$ cat src/rtl/lcdpd_pkg.sv
// shared constants for the partial display command decoder and its host
package lcdpd_pkg;
	// ****************************************
	// geometry
	// ****************************************
	localparam int        LCDPD_UNITS          = 13;  // display units on the panel
	localparam int        LCDPD_LINES_PER_UNIT = 8;   // common lines in one unit
	localparam logic [3:0] LCDPD_UNITS_FULL    = 4'hd;
	localparam logic [3:0] LCDPD_START_MAX     = 4'hc;
	localparam logic [6:0] LCDPD_LINES_FULL    = 7'h68; // 1/104 duty
	// ****************************************
	// command bytes
	// ****************************************
	localparam logic [7:0] LCDPD_CMD_SUB_ENTER  = 8'h70;
	localparam logic [7:0] LCDPD_CMD_SUB_EXIT   = 8'h71;
	localparam logic [6:0] LCDPD_CMD_STATIC     = 7'h52; // 1010_010x
	localparam logic [6:0] LCDPD_CMD_DISP       = 7'h57; // 1010_111x
	localparam logic [6:0] LCDPD_CMD_INVERSE    = 7'h53; // 1010_011x
	localparam logic [3:0] LCDPD_NIB_B1_START   = 4'h0;
	localparam logic [3:0] LCDPD_NIB_B1_COUNT   = 4'h1;
	localparam logic [3:0] LCDPD_NIB_B2_START   = 4'h2;
	localparam logic [3:0] LCDPD_NIB_B2_COUNT   = 4'h3;
	localparam logic [3:0] LCDPD_NIB_PARTIAL_GO = 4'h4;
	localparam logic [3:0] LCDPD_NIB_NLINE      = 4'h5;
	localparam logic [3:0] LCDPD_NIB_CON_HI     = 4'h8;
	localparam logic [3:0] LCDPD_NIB_CON_LO     = 4'h9;
	localparam logic [7:0] LCDPD_CMD_CON_GO     = 8'ha0;
	// ****************************************
	// reset values
	// ****************************************
	localparam logic [7:0] LCDPD_CONTRAST_RST   = 8'hff;
	localparam logic [3:0] LCDPD_NLINE_RST      = 4'h0;
	// ****************************************
	// host register offsets and fields
	// ****************************************
	localparam logic [2:0] LCDPD_REG_RAW      = 3'h0;
	localparam logic [2:0] LCDPD_REG_BLOCK1   = 3'h1;
	localparam logic [2:0] LCDPD_REG_BLOCK2   = 3'h2;
	localparam logic [2:0] LCDPD_REG_CONTRAST = 3'h3;
	localparam logic [2:0] LCDPD_REG_NLINE    = 3'h4;
	localparam logic [2:0] LCDPD_REG_CTRL     = 3'h5;
	localparam logic [2:0] LCDPD_REG_STATUS   = 3'h6;
	localparam int         LCDPD_CTRL_PARTIAL = 0;
	localparam int         LCDPD_CTRL_CON     = 1;
	localparam int         LCDPD_CTRL_NLINE   = 2;
	typedef enum logic {LCDPD_TBL_MAIN, LCDPD_TBL_SUB} lcdpd_tbl_t;
endpackage : lcdpd_pkg

$ cat src/rtl/lcdpd_if.sv
// command link between host controller and display decoder
`timescale 1ns/1ps
interface lcdpd_if;
	logic       cmd_valid;           // one-cycle strobe per byte
	logic       command_data_select; // low marks a command byte
	logic [7:0] cmd_byte;
	modport device (input cmd_valid, input command_data_select, input cmd_byte);
	modport host (output cmd_valid, output command_data_select, output cmd_byte);
endinterface : lcdpd_if

$ cat src/rtl/lcdpd_device.sv
// display-side command decoder: static drive, table select, partial display
`timescale 1ns/1ps
// How it works
// static drive forces every pixel, memory untouched
// all-on beats normal/inverse setting
// all-on with display off enters power save
// command 0x70 enters secondary table
// host enters secondary table before sub commands
// 0x71 returns to main; no main commands
// thirteen units, two blocks of start and count
// duty derived from total active units
// start 0 count 13 means full 1/104
// host sets block two 0/0 for one block
// low nibble unit, upper nibble selects parameter
// upper nibble 4 applies blocks, changes duty
// host keeps fixed partial command order
// host keeps blocks from overlapping
// host keeps first start at 12 or below
// host keeps total units at 13 or below
// blocks shown adjacent; data contiguous in memory
// partial execute changes only the blocks and duty
// host blanks display and retunes voltages around; the partial sequence of lcdpd_host sends neither
// n-line inverse set only in secondary table
// contrast register written only in secondary table
// host loads contrast all ones when unused
// reset restores full display and contrast ones
// one-bit table select, reset to main
module lcdpd_device
	import lcdpd_pkg::*;
(
	input  wire logic       clock_in,
	input  wire logic       rst_n_in,
	input  wire logic       ce_in,
	lcdpd_if.device         link,
	input  wire logic       pixel_mem_in,       // display_memory bit being scanned
	output logic            pixel_out,          // bit sent to the segment driver
	output logic            all_on_out,
	output logic            inverse_out,
	output logic            display_on_out,
	output logic            power_save_out,
	output logic            sub_table_out,
	output logic [3:0]      blk1_start_out,
	output logic [3:0]      blk1_count_out,
	output logic [3:0]      blk2_start_out,
	output logic [3:0]      blk2_count_out,
	output logic [3:0]      active_units_out,
	output logic [6:0]      duty_lines_out,
	output logic [3:0]      nline_out,
	output logic [7:0]      contrast_voltage_register_out
);
	typedef struct packed {
		// table select and main-table mode bits
		lcdpd_tbl_t tbl;
		logic       all_on;
		logic       inverse;
		logic       disp_on;
		logic       power_save;
		logic       pixel;
		// block parameters: staged by commands, applied on execute
		logic [3:0] p1_start;   // staged parameters
		logic [3:0] p1_count;
		logic [3:0] p2_start;
		logic [3:0] p2_count;
		logic [3:0] a1_start;   // applied blocks
		logic [3:0] a1_count;
		logic [3:0] a2_start;
		logic [3:0] a2_count;
		logic [3:0] units;
		logic [6:0] duty;
		// secondary-table settings
		logic [3:0] nline;
		logic [7:0] con_stage;
		logic [7:0] contrast;
	} lcdpd_dev_t;
	lcdpd_dev_t st;
	lcdpd_dev_t next_st;

	// ****************************************
	// helpers
	// ****************************************
	// common lines driven for a number of active units
	function automatic logic [6:0] units_to_lines(input logic [3:0] u);
		logic [6:0] l;
		l = 7'(u) * 7'(LCDPD_LINES_PER_UNIT);
		return l;
	endfunction

	// first block covering the whole panel
	function automatic logic is_full(input logic [3:0] s, input logic [3:0] c);
		return (s == 4'h0) && (c == LCDPD_UNITS_FULL);
	endfunction

	// ****************************************
	// command decode and pixel path
	// ****************************************
	always_comb begin
		logic       cmd;
		logic [3:0] hi;
		logic [3:0] lo;
		logic [3:0] tot;
		next_st = st;
		// only command bytes (select low) are decoded
		cmd = link.cmd_valid && !link.command_data_select;
		hi  = link.cmd_byte[7:4];
		lo  = link.cmd_byte[3:0];
		// total of the staged counts, legal sums fit four bits
		tot = st.p1_count + st.p2_count;
		if (cmd) begin
			case (st.tbl)
				LCDPD_TBL_MAIN: begin
					// main table: table entry and the three mode bits
					if (link.cmd_byte == LCDPD_CMD_SUB_ENTER)
						next_st.tbl = LCDPD_TBL_SUB;
					else if (link.cmd_byte[7:1] == LCDPD_CMD_STATIC)
						next_st.all_on = link.cmd_byte[0];
					else if (link.cmd_byte[7:1] == LCDPD_CMD_DISP)
						next_st.disp_on = link.cmd_byte[0];
					else if (link.cmd_byte[7:1] == LCDPD_CMD_INVERSE)
						next_st.inverse = link.cmd_byte[0];
				end
				LCDPD_TBL_SUB: begin
					// main-table bytes are dropped here
					if (link.cmd_byte == LCDPD_CMD_SUB_EXIT)
						next_st.tbl = LCDPD_TBL_MAIN;
					else if (link.cmd_byte == LCDPD_CMD_CON_GO)
						next_st.contrast = st.con_stage;
					else begin
						case (hi)
							LCDPD_NIB_B1_START: next_st.p1_start = lo;
							LCDPD_NIB_B1_COUNT: next_st.p1_count = lo;
							LCDPD_NIB_B2_START: next_st.p2_start = lo;
							LCDPD_NIB_B2_COUNT: next_st.p2_count = lo;
							LCDPD_NIB_PARTIAL_GO: begin
								// only blocks and duty move
								next_st.a1_start = st.p1_start;
								next_st.a1_count = st.p1_count;
								// whole panel: second block dropped, full duty
								if (is_full(st.p1_start, st.p1_count)) begin
									next_st.a2_start = 4'h0;
									next_st.a2_count = 4'h0;
									next_st.units    = LCDPD_UNITS_FULL;
									next_st.duty     = LCDPD_LINES_FULL;
								end else begin
									next_st.a2_start = st.p2_start;
									next_st.a2_count = st.p2_count;
									next_st.units    = tot;
									next_st.duty     = units_to_lines(tot);
								end
							end
							LCDPD_NIB_NLINE:  next_st.nline = lo;
							// contrast nibbles are staged and only land on execute
							LCDPD_NIB_CON_HI: next_st.con_stage[7:4] = lo;
							LCDPD_NIB_CON_LO: next_st.con_stage[3:0] = lo;
							default:          next_st.nline = st.nline;
						endcase
					end
				end
				default: next_st.tbl = LCDPD_TBL_MAIN;
			endcase
		end
		// power save follows the mode bits one cycle later
		next_st.power_save = st.all_on && !st.disp_on;
		// all-on overrides inversion and leaves memory alone
		next_st.pixel = st.all_on ? 1'b1 : (pixel_mem_in ^ st.inverse);
	end

	// ****************************************
	// state register
	// ****************************************
	// reset brings back the whole panel at full duty, contrast all ones
	always_ff @(posedge clock_in or negedge rst_n_in) begin
		if (!rst_n_in) begin
			st           <= '0;
			st.tbl       <= LCDPD_TBL_MAIN;
			st.p1_count  <= LCDPD_UNITS_FULL;
			st.a1_count  <= LCDPD_UNITS_FULL;
			st.units     <= LCDPD_UNITS_FULL;
			st.duty      <= LCDPD_LINES_FULL;
			st.nline     <= LCDPD_NLINE_RST;
			st.con_stage <= LCDPD_CONTRAST_RST;
			st.contrast  <= LCDPD_CONTRAST_RST;
		end else if (ce_in) begin
			// low enable freezes every field
			st <= next_st;
		end
	end

	// ****************************************
	// outputs straight from the state register
	// ****************************************
	// pixel and mode bits
	assign pixel_out                     = st.pixel;
	assign all_on_out                    = st.all_on;
	assign inverse_out                   = st.inverse;
	assign display_on_out                = st.disp_on;
	assign power_save_out                = st.power_save;
	assign sub_table_out                 = (st.tbl == LCDPD_TBL_SUB);

	// applied blocks and duty
	assign blk1_start_out                = st.a1_start;
	assign blk1_count_out                = st.a1_count;
	assign blk2_start_out                = st.a2_start;
	assign blk2_count_out                = st.a2_count;
	assign active_units_out              = st.units;
	assign duty_lines_out                = st.duty;

	// secondary-table registers
	assign nline_out                     = st.nline;
	assign contrast_voltage_register_out = st.contrast;
endmodule // lcdpd_device

$ cat src/flat_wrapper.sv
// flat-port wrapper written by rule: the top's interface ports become plain ports
module lcdpd_device_flat import lcdpd_pkg::*;
  (clock_in, rst_n_in, ce_in, pixel_mem_in, pixel_out, all_on_out, inverse_out, display_on_out, power_save_out, sub_table_out, blk1_start_out, blk1_count_out, blk2_start_out, blk2_count_out, active_units_out, duty_lines_out, nline_out, contrast_voltage_register_out, link_cmd_valid, link_command_data_select, link_cmd_byte);
  lcdpd_if link_i ();
  input  wire logic clock_in;
  input  wire logic rst_n_in;
  input  wire logic ce_in;
  input  wire logic pixel_mem_in;
  output logic pixel_out;
  output logic all_on_out;
  output logic inverse_out;
  output logic display_on_out;
  output logic power_save_out;
  output logic sub_table_out;
  output logic [3:0] blk1_start_out;
  output logic [3:0] blk1_count_out;
  output logic [3:0] blk2_start_out;
  output logic [3:0] blk2_count_out;
  output logic [3:0] active_units_out;
  output logic [6:0] duty_lines_out;
  output logic [3:0] nline_out;
  output logic [7:0] contrast_voltage_register_out;
  input wire logic [$bits(link_i.cmd_valid)-1:0] link_cmd_valid;
  input wire logic [$bits(link_i.command_data_select)-1:0] link_command_data_select;
  input wire logic [$bits(link_i.cmd_byte)-1:0] link_cmd_byte;
  assign link_i.cmd_valid = link_cmd_valid;
  assign link_i.command_data_select = link_command_data_select;
  assign link_i.cmd_byte = link_cmd_byte;
  lcdpd_device u_core (.clock_in(clock_in), .rst_n_in(rst_n_in), .ce_in(ce_in), .link(link_i), .pixel_mem_in(pixel_mem_in), .pixel_out(pixel_out), .all_on_out(all_on_out), .inverse_out(inverse_out), .display_on_out(display_on_out), .power_save_out(power_save_out), .sub_table_out(sub_table_out), .blk1_start_out(blk1_start_out), .blk1_count_out(blk1_count_out), .blk2_start_out(blk2_start_out), .blk2_count_out(blk2_count_out), .active_units_out(active_units_out), .duty_lines_out(duty_lines_out), .nline_out(nline_out), .contrast_voltage_register_out(contrast_voltage_register_out));
endmodule
$ cat config.mk
export PLATFORM = sky130hd
export DESIGN_NAME = lcdpd_device_flat
export DESIGN_NICKNAME = d
export VERILOG_FILES = /design/src/rtl/lcdpd_pkg.sv /design/src/rtl/lcdpd_if.sv /design/src/rtl/lcdpd_device.sv /design/src/flat_wrapper.sv
export SDC_FILE = /design/constraint.sdc
export NUM_CORES = 1
export LEC_CHECK = 0
export ABC_AREA = 1
export BUFFER_PORTS_ARGS = -buffer_cell sky130_fd_sc_hd__clkbuf_2
export CAP_MARGIN = 20
export CORE_ASPECT_RATIO = 0.6
export CORE_MARGIN = 4
export CORE_UTILIZATION = 25
export CTS_BUF_LIST = sky130_fd_sc_hd__clkbuf_4 sky130_fd_sc_hd__clkbuf_8
export CTS_CLUSTER_SIZE = 28
export DETAILED_ROUTE_END_ITERATION = 8
export GPL_TIMING_DRIVEN = 1
export SYNTH_ARGS = -nofsm -noshare
export SYNTH_HDL_FRONTEND = slang
export SYNTH_SLANG_ARGS = --single-unit
$ cat constraint.sdc
create_clock -name clock_in -period 2.78 [get_ports clock_in]
set_input_delay 0.139 -clock clock_in [delete_from_list [all_inputs] [get_ports clock_in]]
set_output_delay 0.139 -clock clock_in [all_outputs]
set_load 0.01 [all_outputs]
# [Word-level counts from Yosys, hierarchy flattened]
# Index checks and enable logic that the tools add are counted.
[totals] regBits=69
[op_classes] n_bitwise=7 mux=5 reduce_logical=20 addsub=1 eq_ne=14
[ops] operator="AND reduction 6 bit" n=9
[ops] operator="== test 7 bit, second input constant" n=3
[ops] operator="2-to-1 mux 19 bit" n=1
[ops] operator="== test 8 x 7 -> 1 bit, second input constant" n=2
[ops] operator="== test 4 bit, second input constant" n=3
[ops] operator="AND reduction 5 bit" n=2
[ops] operator="== test 4 x 2 -> 1 bit, second input constant" n=2
[ops] operator="== test 4 x 3 -> 1 bit, second input constant" n=2
[ops] operator="== test 8 bit, second input constant" n=1
[ops] operator="logical NOT 4 bit" n=2
[ops] operator="AND reduction 7 bit" n=1
[ops] operator="inverter 1 bit" n=6
[ops] operator="adder 4 bit" n=1
[ops] operator="== test 4 x 1 -> 1 bit, second input constant" n=1
[ops] operator="logical AND 1 bit" n=3
[ops] operator="2-to-1 mux 1 bit" n=3
[ops] operator="logical NOT 1 bit" n=2
[ops] operator="one-hot mux 1 bit (2 select lines)" n=1
[ops] operator="AND reduction 2 bit" n=1
[ops] operator="XOR 1 bit" n=1

# [Depth between registers and ports, before layout]
[depth] ltp_word=3 depth_mapped=9 mapped_depth_nobuf=9

# [Worst setup path after synthesis]
# Ideal clock, no wire load.
[synth_timing] kind="register -> register" from="reg u_core.st[55] (netlist bit)" to="reg u_core.st, in the netlist u_core.duty_lines_out[5]" t_arrival_ns=1.423 n_path_buf=0 path_slack_ns=1.281 period_less_slack_ns=1.499 path_stages_with_launch=8 cell_sequence="dfstp_2 ha_1 inv_1 fa_1 xor2_1 nand2_1 nand2_1 nand2_1"
[synth_via] elab_chain_cells=3
[synth_lines] item="start, declared" line="lcdpd_device.sv:75" source="lcdpd_dev_t st;"
[synth_lines] item="start signal, assigned" line="lcdpd_device.sv:184" source="st <= next_st;"
[synth_lines] item="branches (longest 2 deep; another with adder 4 bit)"
[synth_lines] item="2-to-1 mux 19 bit *" line="lcdpd_device.sv:138" source="if (is_full(st.p1_start, st.p1_count)) begin"
# Mark *: on every way between the ends.
# A chain may end at the register's enable or synchronous reset.

# [Worst setup path after layout]
[layout_timing] from="reg u_core.st, in the netlist u_core.sub_table_out" to="reg u_core.st, in the netlist u_core.blk2_count_out[0]"
[layout_via] elab_chain_cells=1
[layout_lines] item="AND reduction 6 bit (no line)"
# Every way passes these cells.

==> results.cfg <==
[status]
outcome = completed

[logic_synthesis]
synth.distinct_cells = 33
ys_seq_area_share_pct = 49.9
yosysTopAreaCellShare_pct = 29.2
syn_avg_cell_area_um2 = 8.62
async_reset_ff_share_pct = 100
synth.area.top_cells = dfrtp_1 29%, dfstp_2 21%, nand2_1 14%
ys_ff_latch = 62
synth_common_cells = 120 x nand2_1, 39 x buf_4, 37 x dfrtp_1
syn-instance-count = 368
synth_most_common_cell = nand2_1
synth_top_area_cell = dfrtp_1
synth_edf_count = 0
ys.warnings.count = 0
synth_flop_cell = dfrtp_1
syn_area_um2 = 3170

[cells_and_area]
n_antenna_cell = 0
final_layout_size_suffix_gt1_share_pct = 30.7
fin_cells = 563
layout.nets = 411
area_growth_pct = 11.3
fillers = 1308

[clocking]
clk_path_buf_depth = 2
clock_latency_ps = 350
cts_resized = 0
clk_pin_slew_ps = 60
cts_tree = done
htree_levels = 3
numCtsBuffers = 9
cts_root_buf = clkbuf_8
cts_sinks = 62

[global_route]
overflow = 0
groute.usage.overall_pct = 10.3
grt_pass1_vias = 2274
grt_pass1_wl_mm = 11.8
antenna_found_initial = 0
grt_max_degree = 63

[power]
p_comb_share_pct = 6.3
power_w = 0.00188
power_density_nw_per_um2 = 533
power.leakage_nw = 1.71
power_switching_share_pct = 23.7
clock_power_share_pct = 43.5
p_int_w = 0.00144
p_seq_share_pct = 50.3
p_switching_w = 0.000446
vdd.ir_drop.worst_mv = 0.174

[routing]
drt-pass1-iter-count = 4
ant_nets = 0
viasPerCell = 4.05
vias = 2278
drt_wl_total_mm = 7.07
drc = 0
drt_iter0_drc = 176
wl_per_cell_um = 12.6

[sta]
fin_crit_sh_pct = 59.3
hold_viol = 0
drv_slew = 0
fmax_ghz = 0.607
fin_crit_ps = 1650
slew-limit-headroom_pct = 47.3
tightest_slew_ps = 790
fin_tns_setup_ps = 0
finalSetupViolCount = 0
fin_skew_ps = 16.0
rsz0062_at_grt = no

[critical_path]
arrival_ps = 1870
crit_fanout = 25
crit_slowest_cell = nor3_4
worstRegToRegCells = 5
critical_path_class = register to register
cp-startpoint = u_core.sub_table_out
r2r_end = u_core.blk2_count_out[0]
cpPeakStageDelay_ps = 540
worstPathCellList = nand2_2 > nor3_4 > inv_4 > nand2_1 > nand2_1
reg2reg_from = u_core.sub_table_out
required_ps = 3000
reg2reg_slack_ps = 1130
end_kind = register
start_kind = register
critPathMostFrequentCell = nand2_1

[hold_path]
hold_depth = 3
hold_class = input pin to register
hp-start = link_cmd_byte[0]
min_to = u_core.display_on_out

[floorplanning]
initial_utilization_pct = 26.0
die-width_um = 153
die_area_um2 = 14600
die_h_um = 95.3
num_io_pins = 59
rows = 31
core_area_um2 = 12200

[placed_design]
gp_congestion = 0.853
placement.io_buffers = 55
dp.cells = 546
dpl.hpwl_mm = 5.27

[flow_run]
cap_violations = 0
==> logic make-up after synthesis <==
logic type | synth area share (%)
AOI/OAI and AO/OA | 8.75
xor gates and xnor gates | 0.828
adders and majority gates | 1.81
buffers and inverters | 15.3
DFF | 49.9
other | 0.118
and+or+nand+nor | 23.3
==> placed cells by master, fill, tap and decap left out <==
cell / Yosys / final
inv_4: 1 / 1
o22ai_1: 1 / 1
nand2_2: 2 / 2
nand2_1: 120 / 120
dfstp_2: 25 / 25
inv_1: 31 / 31
inv_2: 2 / 2
o21ai_2: 12 / 12
o21ai_0: 30 / 30
conb_1: 1 / 3
nand3_1: 19 / 19
fa_1: 1 / 1
clkbuf_2: 0 / 55
dlygate4sd3_1: 0 / 1
nand2b_1: 1 / 1
nand3b_1: 1 / 1
dfrtp_1: 37 / 37
xor2_1: 2 / 2
clkbuf_8: 0 / 10
clkbuf_4: 0 / 3
bufinv_16: 0 / 1
a21oi_1: 2 / 2
clkinvlp_4: 0 / 2
or2_2: 1 / 1
nor3_4: 1 / 1
nand3_2: 1 / 1
nor3_2: 1 / 1
nand3_4: 1 / 1
ha_1: 3 / 3
clkinv_1: 1 / 1
xnor2_1: 1 / 1
a31oi_1: 1 / 1
nor2_1: 18 / 18
nor2_2: 2 / 2
nor3_1: 3 / 3
nor2_4: 1 / 1
buf_4: 39 / 1
==> per-stage QoR <==
step           instance area [µm²]  utilization (%)  hold WS, ps  setup WS, ps
6_report                      3530             28.9         76.7          1130
3_5_place_dp                  3320             27.1          375          1150
5_1_grt                       3530             28.9         87.1           956
2_1_floorplan                 3180                -         -157          1280
4_1_cts                       3530             28.9         59.1          1140
3_3_place_gp                  3320             27.1          357          1200
==> flip-flops by register name (all words and copies together), names as in the netlist, 4 cells and up <==
register	cells
u_core.blk2_start_out	4
u_core.contrast_voltage_register_out	8
u_core.blk1_start_out	4
u_core.nline_out	4
u_core.duty_lines_out	4
u_core.blk1_count_out	4
u_core.blk2_count_out	4
u_core.st	24
==> worst max path at each step <==
| stage | endpoint | slack [ps] | cells after the start |
|---|---|---|---|
| 3_3_place_gp | u_core.blk1_count_out[1] | 1200 | 5 |
| 5_1_grt | u_core.blk2_count_out[3] | 960 | 5 |
| 3_5_place_dp | u_core.blk1_count_out[1] | 1150 | 5 |
| 6_report | u_core.blk2_count_out[0] | 1130 | 5 |
| 2_1_floorplan | u_core.duty_lines_out[5] | 1280 | 7 |
| 4_1_cts | u_core.blk2_count_out[0] | 1140 | 5 |
==> power groups by stage <==
stage                     Combinational [W]  Sequential [W]  Clock (W)
after global routing               0.000138        0.000949   0.000883
after CTS                          0.000121        0.000947   0.000845
after floorplan                   0.0000737        0.000958          0
final                              0.000118        0.000947   0.000818
after detailed placement           0.000120        0.000962          0
after global placement             0.000117        0.000961          0
==> metal layers <==
layer / share of wire, % / global-route usage [%] / vias to the layer above
li1: - / - / 1165
met3: 5.3 / 3.72 / 8
met4: 0.64 / 2.87 / 0
met1: 55 / 15.1 / 1044
met5: 0 / 0 / -
met2: 40 / 13.9 / 61
==> area by class of cell <==
class                      count  area (µm²)  area share (%)
clock buffer                  13         160            4.53
multi-input combinational    228        1110            31.5
timing repair buffer          57         293            8.29
inverter                      35         134            3.79
clock inverter                 3        45.0            1.28
sequential                    62        1580            44.8
tap                          165         206            5.84
==> critical path, delay by kind of cell (launching register included) <==
| family | cells | cell delay, ps |
|---|---|---|
| buf+inv | 1 | 250 |
| flops | 1 | 420 |
| simple gates | 4 | 850 |
==> what timing repair did <==
item                                   CTS  global route
setup buffers                            0             0
endpoints found under the hold margin   22             0
hold buffers                             1             0
No activity file was read; power rests on OpenSTA's default activity.
